### src/core/rism_defines.svh
// Offsets, field positions, reset values and timing counts of the interrupt status block
`ifndef RISM_DEFINES_SVH
`define RISM_DEFINES_SVH
`define RISM_OFS_STATUS 6'h0c
`define RISM_OFS_MASK 6'h0d
`define RISM_STATUS_RST 8'h00
`define RISM_MASK_RST 8'h00
`define RISM_BIT_TX_END 7
`define RISM_BIT_RX 6
`define RISM_BIT_FIFO 5
`define RISM_BIT_CRC 4
`define RISM_BIT_HDR 3
`define RISM_BIT_SHORT 2
`define RISM_BIT_PRE 1
`define RISM_BIT_NORESP 0
`define RISM_MASK_USED 8'h3f
`define RISM_FIFO_LOW 5'h08
`define RISM_FIFO_HIGH 5'h10
`define RISM_FIFO_TWO 5'h02
`define RISM_STEP_CYCLES 16'h0280
`define RISM_STEP_LAST 16'h027f
`endif

### src/core/rism_pkg.sv
// Types of the interrupt status block
package rism_pkg;
    typedef struct packed {
        logic tx_done;
        logic rx_start;
        logic rx_done;
        logic crc_error;
        logic header_high;
        logic short_reply;
        logic preamble_error;
    } rism_events_t;
    typedef struct packed {
        logic [5:0] addr;
        logic wr;
        logic rd;
        logic [7:0] wdata;
    } rism_host_req_t;
    typedef enum logic [1:0] {RISM_IDLE, RISM_TX, RISM_WAIT} rism_timer_t;
endpackage : rism_pkg

### src/core/rism_irq.sv
// Interrupt status and mask registers with no-response timer
`timescale 1ns/1ps
`include "rism_defines.svh"
module rism_irq (
    input wire logic clk_in,
    input wire logic sys_rst_in,
    input wire logic chip_en_in,
    input wire rism_pkg::rism_host_req_t host_req_in,
    input wire rism_pkg::rism_events_t events_in,
    input wire logic transmitting_in,
    input wire logic tx_direction_in,
    input wire logic [4:0] fifo_level_in,
    input wire logic crc_check_en_in,
    input wire logic alt_interrupt_mode_select_in,
    input wire logic [7:0] noresp_steps_in,
    output logic [7:0] rdata_out,
    output logic irq_out
);
    import rism_pkg::*;

    logic [7:0] status_r;
    logic [7:0] status_nxt;
    logic [7:0] set_vec;
    logic [7:0] mask_r;
    logic [4:0] fifo_prev_r;
    logic fifo_low_evt;
    logic fifo_high_evt;
    logic two_bytes_ready_flag;
    logic crc_fail_flag;
    logic short_reply_flag;
    logic preamble_fail_flag;
    logic read_status;
    logic write_mask;
    logic noresp_hit;
    rism_timer_t tstate_r;
    logic [7:0] step_cnt_r;
    logic [15:0] cyc_cnt_r;

    assign read_status = host_req_in.rd && host_req_in.addr == `RISM_OFS_STATUS;
    assign write_mask = host_req_in.wr && host_req_in.addr == `RISM_OFS_MASK;

    // FIFO level crossings, edge based so a steady level fires once
    always_ff @(posedge clk_in or posedge sys_rst_in) begin
        if (sys_rst_in) begin
            fifo_prev_r <= 5'h00;
        end else begin
            fifo_prev_r <= fifo_level_in;
        end
    end
    assign fifo_low_evt = tx_direction_in && fifo_level_in < `RISM_FIFO_LOW
        && fifo_prev_r >= `RISM_FIFO_LOW;
    assign fifo_high_evt = !tx_direction_in && fifo_level_in > `RISM_FIFO_HIGH
        && fifo_prev_r <= `RISM_FIFO_HIGH;
    // two bytes present, caught on the rising crossing
    assign two_bytes_ready_flag = fifo_level_in >= `RISM_FIFO_TWO
        && fifo_prev_r < `RISM_FIFO_TWO;
    // CRC errors suppressed when checking is off
    assign crc_fail_flag = events_in.crc_error && crc_check_en_in;
    assign short_reply_flag = events_in.short_reply;
    assign preamble_fail_flag = events_in.preamble_error;

    // Event vector into the status bits
    always_comb begin
        set_vec = 8'h00;
        set_vec[`RISM_BIT_TX_END] = events_in.tx_done;
        set_vec[`RISM_BIT_RX] = events_in.rx_start | events_in.rx_done;
        set_vec[`RISM_BIT_FIFO] = fifo_low_evt | fifo_high_evt;
        set_vec[`RISM_BIT_CRC] = crc_fail_flag;
        set_vec[`RISM_BIT_HDR] = alt_interrupt_mode_select_in ? two_bytes_ready_flag
            : events_in.header_high;
        set_vec[`RISM_BIT_SHORT] = short_reply_flag;
        set_vec[`RISM_BIT_PRE] = alt_interrupt_mode_select_in ? events_in.rx_done
            : preamble_fail_flag;
        set_vec[`RISM_BIT_NORESP] = noresp_hit;
    end

    // sticky flags; a set in the read cycle survives the clear
    always_comb begin
        status_nxt = status_r;
        if (read_status) begin
            status_nxt = 8'h00;
        end
        status_nxt = status_nxt | set_vec;
    end

    // cleared on reset and while chip enable is low
    always_ff @(posedge clk_in or posedge sys_rst_in) begin
        if (sys_rst_in) begin
            status_r <= `RISM_STATUS_RST;
        end else if (!chip_en_in) begin
            status_r <= `RISM_STATUS_RST;
        end else begin
            status_r <= status_nxt;
        end
    end

    // reserved mask bits are not stored and read as zero
    always_ff @(posedge clk_in or posedge sys_rst_in) begin
        if (sys_rst_in) begin
            mask_r <= `RISM_MASK_RST;
        end else if (!chip_en_in) begin
            mask_r <= `RISM_MASK_RST;
        end else if (write_mask) begin
            mask_r <= host_req_in.wdata & `RISM_MASK_USED;
        end
    end

    // Read data registered; captured before the clear takes effect
    always_ff @(posedge clk_in or posedge sys_rst_in) begin
        if (sys_rst_in) begin
            rdata_out <= 8'h00;
        end else if (host_req_in.rd) begin
            unique case (host_req_in.addr)
                `RISM_OFS_STATUS: rdata_out <= status_r;
                `RISM_OFS_MASK: rdata_out <= mask_r;
                default: rdata_out <= 8'h00;
            endcase
        end
    end

    // TX and RX flags bypass the mask
    // follows status, so the read clear drops it
    assign irq_out = |(status_r & {2'b11, mask_r[5:0]});

    // no-response timer, starts at TX end, stops at reply start
    always_ff @(posedge clk_in or posedge sys_rst_in) begin
        if (sys_rst_in) begin
            tstate_r <= RISM_IDLE;
            step_cnt_r <= 8'h00;
            cyc_cnt_r <= 16'h0000;
        end else if (!chip_en_in) begin
            tstate_r <= RISM_IDLE;
            step_cnt_r <= 8'h00;
            cyc_cnt_r <= 16'h0000;
        end else begin
            unique case (tstate_r)
                RISM_IDLE: begin
                    if (transmitting_in) begin
                        tstate_r <= RISM_TX;
                    end
                end
                RISM_TX: begin
                    if (events_in.tx_done && noresp_steps_in != 8'h00) begin
                        tstate_r <= RISM_WAIT;
                        step_cnt_r <= 8'h00;
                        cyc_cnt_r <= 16'h0000;
                    end else if (events_in.tx_done) begin
                        tstate_r <= RISM_IDLE;
                    end
                end
                RISM_WAIT: begin
                    if (events_in.rx_start || noresp_hit) begin
                        tstate_r <= RISM_IDLE;
                    end else if (cyc_cnt_r == `RISM_STEP_LAST) begin
                        cyc_cnt_r <= 16'h0000;
                        step_cnt_r <= step_cnt_r + 8'h01;
                    end else begin
                        cyc_cnt_r <= cyc_cnt_r + 16'h0001;
                    end
                end
                // Unused fourth code falls back to idle
                default: tstate_r <= RISM_IDLE;
            endcase
        end
    end
    assign noresp_hit = tstate_r == RISM_WAIT && !events_in.rx_start
        && step_cnt_r == noresp_steps_in;
endmodule : rism_irq

### config.mk
export PLATFORM = sky130hd
export DESIGN_NAME = rism_irq
export DESIGN_NICKNAME = d
export VERILOG_FILES = /design/src/core/rism_pkg.sv /design/src/core/rism_irq.sv
export VERILOG_INCLUDE_DIRS = /design/src /design/src/core
export SDC_FILE = /design/constraint.sdc
export NUM_CORES = 1
export LEC_CHECK = 0
export BUFFER_PORTS_ARGS = -buffer_cell sky130_fd_sc_hd__buf_4
export CORE_MARGIN = 4
export CORE_UTILIZATION = 50
export CTS_CLUSTER_SIZE = 30
export DETAILED_ROUTE_END_ITERATION = 10
export MAX_ROUTING_LAYER = met4
export PLACE_DENSITY = 0.76
export SYNTH_ARGS = -nofsm -noshare
export SYNTH_HDL_FRONTEND = slang
export SYNTH_SLANG_ARGS = --single-unit
export TNS_END_PERCENT = 30
### constraint.sdc
create_clock -name clk_in -period 1.82 [get_ports clk_in]
set_input_delay 0.364 -clock clk_in [delete_from_list [all_inputs] [get_ports clk_in]]
set_output_delay 0.364 -clock clk_in [all_outputs]
set_load 0.1 [all_outputs]
==> results of run 1 <==
## per-stage QoR
step,instances,hold WS [ns]
4_1_cts,444,0.0626
2_1_floorplan,292,0.395
3_5_place_dp,435,0.406
6_report,445,0.0495
3_3_place_gp,435,0.402
5_1_grt,445,0.0895
## synth_stat cells (all sizes together) (3+ instances only)
| cell | count |
|---|---|
| a211oi | 3 |
| a21boi | 6 |
| a21oi | 7 |
| a22o | 9 |
| a22oi | 7 |
| a2bb2oi | 3 |
| a32oi | 4 |
| and3 | 7 |
| and4 | 4 |
| buf | 7 |
| clkbuf | 5 |
| dfrtp | 53 |
| inv | 19 |
| mux2 | 6 |
| mux2i | 8 |
| nand2 | 24 |
| nand3 | 11 |
| nand4 | 8 |
| nor2 | 15 |
| nor2b | 14 |
| nor3 | 5 |
| nor4 | 6 |
| o21ai | 7 |
| o22ai | 11 |
| o2bb2ai | 3 |
| o31ai | 4 |
| or4 | 3 |
| xnor2 | 9 |
## worst max-delay path, cell delays in order, from the launching register on
cell and delay [ns]:
dfrtp_1 0.41, ha_2 0.19, and4_1 0.21, and4_4 0.26, buf_6 0.13, nand4_1 0.16, nor3_2 0.22, a2bb2oi_2 0.14
## worst max path at each step
| stage | start | end | slack, ns | cells after the start |
|---|---|---|---|---|
| floorplan | host_req_in[15] | status_r[6] | -0.06 | 6 |
| finish | cyc_cnt_r[1] | step_cnt_r[4] | 0.02 | 7 |
| CTS | tstate_r[0] | cyc_cnt_r[13] | 0.0002 | 6 |
| global route | mask_r[2] | irq_out | -0.11 | 3 |
| global placement | host_req_in[15] | status_r[5] | -0.13 | 5 |
| detailed placement | host_req_in[15] | rdata_out[6] | -0.18 | 5 |
## routing by layer
layer,vias to the layer above,track usage (%)
li1,1246,-
met1,1229,27.1
met2,54,35.4
met3,8,4.05
met4,0,5.26
met5,-,-
## timing repair
item	in CTS	in global routing
endpoints found under the hold margin	0	0
resized for setup	2	22
buffers inserted	1	1
pin swaps	0	13
endpoints found under the setup margin	8	21
## layout make-up
type,count,area share (%)
Clock inverter,2,0.991
Timing Repair Buffer,85,18.0
Sequential cell,53,35.0
Multi-Input combinational cell,208,39.5
Clock buffer,6,2.18
Inverter,19,1.88
Tap cell,72,2.38
## power by group
| group | total (uW) | internal (uW) | switching [uW] |
|---|---|---|---|
| Combinational | 314 | 156 | 158 |
| Sequential | 1230 | 1200 | 24.9 |
| Clock | 848 | 448 | 400 |
| Total | 2390 | 1810 | 583 |
## logic make-up (layout without fill, tap and decap cells)
group | after synthesis | in the layout
adder cells (fa/ha/maj) | 2 | 2
multiplexers | 14 | 14
AND/OR/NAND/NOR | 109 | 109
XOR/XNOR | 9 | 9
flip-flops | 53 | 53
buffers and inverters | 31 | 112
AO/OA/AOI/OAI | 74 | 74
## flip-flops by register name, summed over array words and instances, names as in the netlist
signal,flops
cyc_cnt_r,16
fifo_prev_r,5
mask_r,6
rdata_out,8
status_r,8
step_cnt_r,8
tstate_r,2
## layout by cell type (no fill, tap or decap), types with 5 or more instances in the layout
cell type / instances
buf_4: 80
dfrtp_1: 52
nand2_1: 24
inv_1: 18
nor2b_1: 14
nor2_1: 12
o22ai_1: 11
nand3_1: 10
xnor2_1: 9
a22o_1: 9
nand4_1: 8
mux2i_1: 8
and3_1: 7
a22oi_1: 6
a21oi_1: 6
mux2_2: 6
clkbuf_8: 6
a21boi_0: 5
==> summary.md, run 1 <==
| Metric | Value |
|---|---|
| Status | finished, final reports clean |
| Leak Pwr | 0.00166 uW |
| # rows | 27 |
| H-tree depth | 2 |
| CTS tree | yes |
| Core area | 5540 sq um |
| Adder-cell share of the synthesized area | 0.872% |
| Worst-case reg-to-reg path depth | 7 |
| Yosys warns | 0 |
| Core Util, Final | 68.4% |
| Routed len/inst | around 16 um |
| Die width | between 80 and 90 um |
| Post-synth EDFFs | 0 |
| Via count | 2,537 |
| Filler Cells Inserted | 450 |
| Clock Latency Late Sink | 0.31 ns |
| Fmax | 557 MHz |
| Synth Area in Compound Gates | between 10% and 20% |
| Hold_buf cts | 0 |
| DRT iter0 DRCs | 201 |
| Seq/Total Area, Yosys | 46.2% |
| HP Class | in2async |
| Share of layout cells above drive strength 1 | 33.2% |
| Post-synthesis register bit count | 53 |
| Simple-Gate Fraction of Synth Area | 21.0% |
| Nets | 417 |
| Aggregate global-route resource usage | 21.4% |
| Count of cell types in the netlist | 56 |
| Diodes inserted | 0 |
| Final period util | 98.7% |
| Worst setup SP type | register |
| Clk slew on worst S/H paths | 0.10 ns |
| DRC | 0 |
| CTS buffer count | 5 |
| RR Endpoint | step_cnt_r[4] |
| Met2 Routed Length | 3.55 mm |
| Clock sink count | 53 |
| Top sig layer | met4 |
| R2R Setup Slk | between 0.02 and 0.025 ns |
| Final setup viols | 0 |
| Post-DP Area | ~3600 sq um |
| Setup TNS | 0 ns |
| Main combinational cell family by area after synthesis | simple AND/OR/NAND/NOR gates |
| Avg Cell Area, Syn | 9.83 sq um |
| Headroom to the max-slew limit | 70.0% |
| Post-route cell area | 3790 sq um |
| IO Pins | 52 |
| RSZ-0062 raised after global routing | true |
| Least-Margin Pin Slew | 0.449 ns |
| DIE AREA | 7020 sq um |
| Required time of the critical path | between 2 and 2.5 ns |
| Initial antenna violation count | 0 |
| First-pass GRT wire length | about 12 mm |
| Post-Syn Instances | 292 |
| Multi-input gate area | around 1500 sq um |
| Root Buffer | clkbuf_8 |
| Clock Skews | around 0.0086 ns |
| Post-route ant nets | 0 |
| Area growth, synth to finish | 32.0% |
| Combined flip-flop and latch cell area | 1330 sq um |
| Crit path kind | reg2reg |
| Arrival time worst endpoint | 2.04 ns |
| Via density per instance | 5.70 |
| Post-Syn Area | 2870 sq um |
| Main synth FF type | dfrtp_1 |
| Multiplexer share of the synthesized area | 5.14% |
| Crit Path Max Fanout | 7 |
| Synth async-reset ratio | 100% |
| Share of the synthesized area in the top cell type | 46.2% |
| Pwr Density | 631 nW/um^2 |
| XOR/XNOR Fraction of Synth Area | 2.75% |
| Post-route setup slack | 0.0236 ns |
| Place WS | -0.184 ns |
| Tmin final | 1.80 ns |
| Wl on met1 | between 3 and 4 mm |
| Largest net degree at the start of global routing | 35 |
| Vias in the first global route | approximately 2,600 |
| Fin. Hold Viols | 0 |
| Final Wtd Congestion | 0.881 |
| Crit. End Element | register |
| Initial core utilization | 51.8% |
| Gr ovfl total | 0 |
| Max-Cap Viols | 0 |
| Cell taking the most area after synthesis | dfrtp_1 |
| Drt first pass iters | 4 |
| Worst r2r src | cyc_cnt_r[1] |
| Clock buffer depth | 2 |
| Wirelength, routed | 7.04 mm |
| Met3 wire len | 296 um |
| Syn Nets | roughly 340 |
| Overall Power | about 2400 uW |
| Pins Over Slew Limit | 0 |
| Port Buffers | 49 |
| Post-DP HPWL | 5.19 mm |
| VDD IR max | 0.000437 V |
| Die height | ~84 um |
| Area contributors post-synth | dfrtp_1 46%, nand2_1 3.1%, nor2b_1 3.1% |
No activity file was read; power rests on OpenSTA's default activity.
==> run 2: changes to the inputs <==
SETUP_SLACK_MARGIN = 0.1   (was unset)
==> run 2 against run 1 <==
Design area increased by 3.8%. Combinational power increased by 6.7%. Total power decreased by 4.2%. Largest power group unchanged. Die area unchanged. First-iteration DRC count decreased by 25%.
==> summary.md, run 2 (synthesis gave the netlist of run 1 again) <==
| Metric | Value |
|---|---|
| Overall Power | 2290 uW (-4.2%) |
| RR Endpoint | cyc_cnt_r[15] |
| Post-DP HPWL | 5.51 mm (+6.2%) |
| Status | finished, final reports clean |
| Crit. End Element | primary output |
| Core area | 5540 sq um (unchanged) |
| Most common cell after layout, fill and taps aside | buf_4 |
| Post-route ant nets | 0 (unchanged) |
| Worst r2r src | cyc_cnt_r[0] |
| Final Wtd Congestion | 0.877 (-0.39%) |
| Wirelength, routed | 7.64 mm (+8.5%) |
| Arrival time worst endpoint | 1.43 ns (-0.61 ns) |
| Place WS | -0.145 ns (+0.0386 ns) |
| Crit Path Max Fanout | 2 (-5) |
| Clk slew on worst S/H paths | 0.10 ns (about the same) |
| Register bank with the most flops | cyc_cnt_r |
| Non-filler cells, final | 459 (+3.1%) |
| Area growth, synth to finish | 37.0% |
| Initial antenna violation count | 0 (unchanged) |
| Pwr Density | 582 nW/um^2 (-7.7%) |
| H-tree depth | 2 (unchanged) |
| Initial core utilization | 51.8% (unchanged) |
| Port Buffers | 49 (unchanged) |
| Via density per instance | 5.74 (+0.62%) |
| Worst path slowest cell | dfrtp_1 |
| Die height | 83.8 um (unchanged) |
| Required time of the critical path | 1.46 ns (-0.60 ns) |
| Final setup viols | 0 (unchanged) |
| Crit path kind | reg2out |
| DRT iter0 DRCs | 151 (-25%) |
| Max reg flops | 16 (unchanged) |
| CTS buffer count | 5 (unchanged) |
| Aggregate global-route resource usage | 22.4% (+1.0 points) |
| Placed Instances | 442 (+1.6%) |
| Clock buffer depth | 2 (unchanged) |
| DIE AREA | 7020 sq um (unchanged) |
| Post-route setup slack | 0.0293 ns (+0.00569 ns) |
| Largest net degree at the start of global routing | 25 (-29%) |
| Share of layout cells above drive strength 1 | 36.4% (+3.2 points) |
| # rows | 27 (unchanged) |
| First-pass GRT wire length | 12.4 mm (+3.4%) |
| IO Pins | 52 (unchanged) |
| Worst setup SP type | register |
| Fmax | 558 MHz (+0.32%) |
| HP Class | in2async |
| Final period util | 98.4% (-0.31 points) |
| Gr ovfl total | 0 (unchanged) |
| RSZ-0062 raised after global routing | true |
| Most frequent cells in the layout | 91 x buf_4, 53 x dfrtp_1, 23 x nand2_1 |
| Worst path cell trace | a222oi_1 -> nand3_2 -> buf_12 |
| Vias in the first global route | 2,551 (-2.9%) |
| VDD IR max | 0.000410 V (-6.2%) |
| Worst-case reg-to-reg path depth | 7 (unchanged) |
| CP peak stage delay | 0.40 ns (about the same) |
| Leak Pwr | 0.00175 uW (+5.1%) |
| Root Buffer | clkbuf_8 |
| Pins Over Slew Limit | 0 (unchanged) |
| Final hold slack | 0.0625 ns (+0.0131 ns) |
| Family with the most delay on the worst path | flip-flops |
| CTS tree | yes |
| Fin. Hold Viols | 0 (unchanged) |
| Clock sink count | 53 (unchanged) |
| Core Util, Final | 71.0% (+2.6 points) |
| R2R Setup Slk | 0.06 ns (+0.04 ns) |
| Clock Skews | 0.00616 ns (-0.00246 ns) |
| Drt first pass iters | 5 (+1) |
| Via count | 2,633 (+3.8%) |
| DRC | 0 (unchanged) |
| Die width | 83.8 um (unchanged) |
| Diodes inserted | 0 (unchanged) |
| Bufs and invs on worst path | 1 (unchanged) |
| Routed len/inst | 16.6 um (+5.2%) |
| Least-Margin Pin Slew | 0.477 ns (+0.0276 ns) |
| Tmin final | 1.79 ns (-0.00569 ns) |
| Max-Cap Viols | 0 (unchanged) |
| Headroom to the max-slew limit | 68.2% (-1.8 points) |
| Nets | 431 (+3.4%) |
| Clock Latency Late Sink | 0.32 ns (about the same) |
| Hold_buf cts | 0 (unchanged) |
[run 2: cell count changes in the layout (fill, tap and decap cells not counted), sizes merged]
cell | previous run | this run
buf | 85 | 98
bufinv | 1 | 0
clkbuf | 6 | 7
clkinv | 0 | 1
clkinvlp | 1 | 0
inv | 19 | 20
[run 2: how the worst max path moves through the flow]
stage / slack (ns) / end / cells past startpoint / start
after global routing: -0.04 / cyc_cnt_r[13] / 6 / cyc_cnt_r[14]
after floorplan: -0.06 / status_r[6] / 6 / host_req_in[15]
after global placement: -0.14 / status_r[6] / 5 / host_req_in[15]
after detailed placement: -0.15 / status_r[6] / 5 / host_req_in[15]
final: 0.03 / irq_out / 3 / status_r[2]
after CTS: 0.04 / irq_out / 3 / mask_r[2]
[run 2: timing repair]
action | CTS | global route
pin swaps | 4 | 18
buffers inserted | 5 | 3
setup endpoints to repair | 24 | 25
resized for setup | 9 | 20
gates cloned | 0 | 1
[run 2: report_power, final]
part	internal, uW	total (uW)	switching [uW]	leakage (uW)
Combinational	169	335	166	0.000975
Clock	317	725	409	0.0000518
Sequential	1200	1230	25.9	0.000718
Total	1690	2290	601	0.00175
[run 2: area by class of cell]
type / count / area, sq um
clock buffers: 6 / 82.6
clock inverters: 2 / 17.5
fillers: 426 / 1610
inverters: 19 / 71.3
multi-input cells: 208 / 1510
flip-flops and latches: 53 / 1330
well taps: 72 / 90.1
repair buffers: 99 / 831
[run 2: per-layer routing]
| layer | vias to the layer above | routed length, um | GRT usage [%] |
|---|---|---|---|
| met1 | 1276 | 3230 | 28.8 |
| met5 | - | 0 | - |
| met4 | 0 | 74 | 3.95 |
| met2 | 74 | 3950 | 37.6 |
| li1 | 1275 | - | - |
| met3 | 8 | 378 | 3.75 |
[run 2: worst register-to-register path, cell delays in order (launching register included)]
cell     delay [ns]
dfrtp_1        0.37
ha_2           0.19
and4_4         0.21
and4_4         0.30
nor2_4         0.08
buf_12         0.14
a22o_1         0.17
a22o_1         0.20
[run 2: through the flow]
stage	setup TNS [ns]	instance area, sq um
3_5_place_dp	-2.44	3620
6_report	0	3930
3_3_place_gp	-1.94	3620
4_1_cts	0	3800
5_1_grt	-0.213	3930
2_1_floorplan	-0.163	2890
==> run 3: changes to the inputs <==
CELL_PAD_IN_SITES_DETAIL_PLACEMENT = 1   (was unset)
CELL_PAD_IN_SITES_GLOBAL_PLACEMENT = 1   (was unset)
CORE_UTILIZATION = 39   (was 50)
MAX_ROUTING_LAYER = unset   (was met4)
==> run 3 against run 2 <==
Critical path type is now reg2reg. Sequential power barely moved. First-iteration DRC count decreased by 42%. Maximum frequency decreased by 1.4%. Critical path depth up 3. Worst hold slack gained 0.037 ns. Sequential cell count stayed put. Worst setup slack got worse by 0.026 ns. Design area is 1.7% higher. Global-route usage fell by 2.2 points. Largest power group unchanged. Sequential share of layout area down 0.51 points.
==> summary.md, run 3 (synthesis gave the netlist of run 1 again) <==
| Metric | Value |
|---|---|
| CP peak stage delay | 0.44 ns (+0.04 ns) |
| HP Class | in2async |
| Most common cell after layout, fill and taps aside | buf_4 |
| Max-Cap Viols | 0 (unchanged) |
| Worst setup SP type | register |
| Final hold slack | 0.0993 ns (+0.0368 ns) |
| Switching part of the total | 25.3% (-0.93 points) |
| Max reg flops | 16 (unchanged) |
| Tmin final | 1.82 ns (+0.0260 ns) |
| Worst path cell trace | nor3_1 -> and4_4 -> buf_6 -> nand2_2 -> and3_4 -> a211o_1 |
| Worst-case reg-to-reg path depth | 6 (-1) |
| Die width | 93.8 um (+12%) |
| Place WS | -0.190 ns (-0.0443 ns) |
| Worst path slowest cell | dfrtp_1 |
| Die height | 93.8 um (+12%) |
| Final period util | 99.8% (+1.4 points) |
| Core Util, Final | 55.4% (-16 points) |
| Crit. End Element | register |
| IO Pins | 52 (unchanged) |
| VDD IR max | 0.000308 V (-25%) |
| Switch Pwr | 605 uW (+0.65%) |
| Arrival time worst endpoint | 2.03 ns (+0.60 ns) |
| Crit path kind | reg2reg |
| Fmax | 550 MHz (-1.4%) |
| CTS buffer count | 5 (unchanged) |
| Drt first pass iters | 4 (-1) |
| Comb power frac | 14.0% (-0.6 points) |
| Fin. Hold Viols | 0 (unchanged) |
| Area growth, synth to finish | 39.4% |
| Largest net degree at the start of global routing | 54 (+120%) |
| Least-Margin Pin Slew | 0.349 ns (-0.128 ns) |
| Pins Over Slew Limit | 0 (unchanged) |
| H-tree depth | 2 (unchanged) |
| Final setup viols | 0 (unchanged) |
| Most frequent cells in the layout | 92 x buf_4, 51 x dfrtp_1, 23 x nand2_1 |
| Initial core utilization | 39.8% (-12 points) |
| Via count | 2,667 (+1.3%) |
| Internal Power | 1780 uW (+5.7%) |
| Crit Path Max Fanout | 7 (+5) |
| Root Buffer | clkbuf_8 |
| R2R Setup Slk | 0.003 ns (-0.06 ns) |
| Family with the most delay on the worst path | simple AND/OR/NAND/NOR gates |
| Register bank with the most flops | cyc_cnt_r |
| Gr ovfl total | 0 (unchanged) |
| DIE AREA | 8800 sq um (+25%) |
| Initial antenna violation count | 0 (unchanged) |
| Core area | 7210 sq um (+30%) |
| Wirelength, routed | 8.57 mm (+12%) |
| # rows | 31 (+15%) |
| Share of layout cells above drive strength 1 | 38.0% (+1.6 points) |
| Final Wtd Congestion | 0.838 (-4.5%) |
| DRT iter0 DRCs | 87 (-42%) |
| Pwr Density | 597 nW/um^2 (+2.6%) |
| Worst r2r src | cyc_cnt_r[12] |
| CTS tree | yes |
| Bufs and invs on worst path | 1 (unchanged) |
| Post-DP HPWL | 6.19 mm (+12%) |
| Sequential share of power | 51.5% (-2.2 points) |
| Aggregate global-route resource usage | 20.1% (-2.2 points) |
| First-pass GRT wire length | 13.9 mm (+12%) |
| Post-route ant nets | 0 (unchanged) |
| Nets | 433 (+0.46%) |
| Hold_buf cts | 0 (unchanged) |
| Via density per instance | 5.47 (-4.7%) |
| Clk pwr share | 34.5% (+2.8 points) |
| Port Buffers | 49 (unchanged) |
| Headroom to the max-slew limit | 76.6% (+8.4 points) |
| Clk slew on worst S/H paths | 0.10 ns (about the same) |
| Filler Cells Inserted | 835 (+96%) |
| Diodes inserted | 0 (unchanged) |
| Clock sink count | 53 (unchanged) |
| Clock Skews | 0.00591 ns (-0.000245 ns) |
| Clock buffer depth | 2 (unchanged) |
| RR Endpoint | step_cnt_r[2] |
| Required time of the critical path | 2.03 ns (+0.57 ns) |
| Vias in the first global route | 2,848 (+12%) |
| Clock Latency Late Sink | 0.31 ns (about the same) |
| Routed len/inst | 17.6 um (+5.5%) |
| Status | finished, final reports clean |
| RSZ-0062 raised after global routing | true |
| DRC | 0 (unchanged) |
| Post-route setup slack | 0.00325 ns (-0.0260 ns) |
| Leak Pwr | 0.00173 uW (-0.87%) |
[run 3: worst max path at each step]
stage,cells past startpoint,slack (ns),from,to
after floorplan,6,-0.06,host_req_in[15],status_r[6]
after global placement,5,-0.15,host_req_in[15],status_r[6]
after detailed placement,5,-0.19,host_req_in[15],status_r[0]
after CTS,3,0.02,mask_r[2],irq_out
after global routing,6,-0.07,cyc_cnt_r[15],step_cnt_r[5]
final,6,0.003,cyc_cnt_r[12],step_cnt_r[2]
[run 3: layout make-up]
cell class                 count  area, sq um  share of cell area, %
timing repair buffer         101          810                   20.2
tap                           99          124                   3.10
sequential                    53         1330                   33.2
clock inverter                 2         38.8                  0.970
clock buffer                   6         72.6                   1.81
multi-input combinational    208         1560                   38.9
inverter                      19         71.3                   1.78
[run 3: routing by layer]
layer  wire length (um)  vias up  global-route usage (%)
li1                   -     1275                       -
met1               3580     1341                    24.1
met2               4630       46                    37.8
met3                285        5                    3.13
met4                 68        0                    4.09
met5                  0        -                       0
[run 3: per-stage QoR]
step                      power, uW  area, sq um  instances  setup TNS [ns]
final                          2390         4000        488               0
after global routing           2500         4000        488          -0.475
after floorplan                1410         2890        292          -0.163
after CTS                      2400         3870        485               0
after detailed placement       1560         3640        470           -1.94
after global placement         1550         3640        470           -1.37
[run 3: power by group through the flow]
| stage | sequential [uW] | clock (uW) | combinational, uW |
|---|---|---|---|
| finish | 1230 | 824 | 335 |
| global route | 1230 | 906 | 364 |
| CTS | 1230 | 848 | 324 |
| detailed placement | 1250 | 0 | 311 |
| global placement | 1250 | 0 | 302 |
| floorplan | 1250 | 0 | 156 |
[run 3: repair_timing]
item | in CTS | in global routing
setup endpoints to repair | 21 | 26
buffers inserted | 7 | 3
resized for setup | 12 | 25
endpoints found under the hold margin | 0 | 0
pin swaps | 13 | 19
[run 3: worst register-to-register path, stage by stage (launching register included)]
cell     delay [ns]
dfrtp_1        0.44
nor3_1         0.34
and4_4         0.33
buf_6          0.14
nand2_2        0.06
and3_4         0.14
a211o_1        0.26
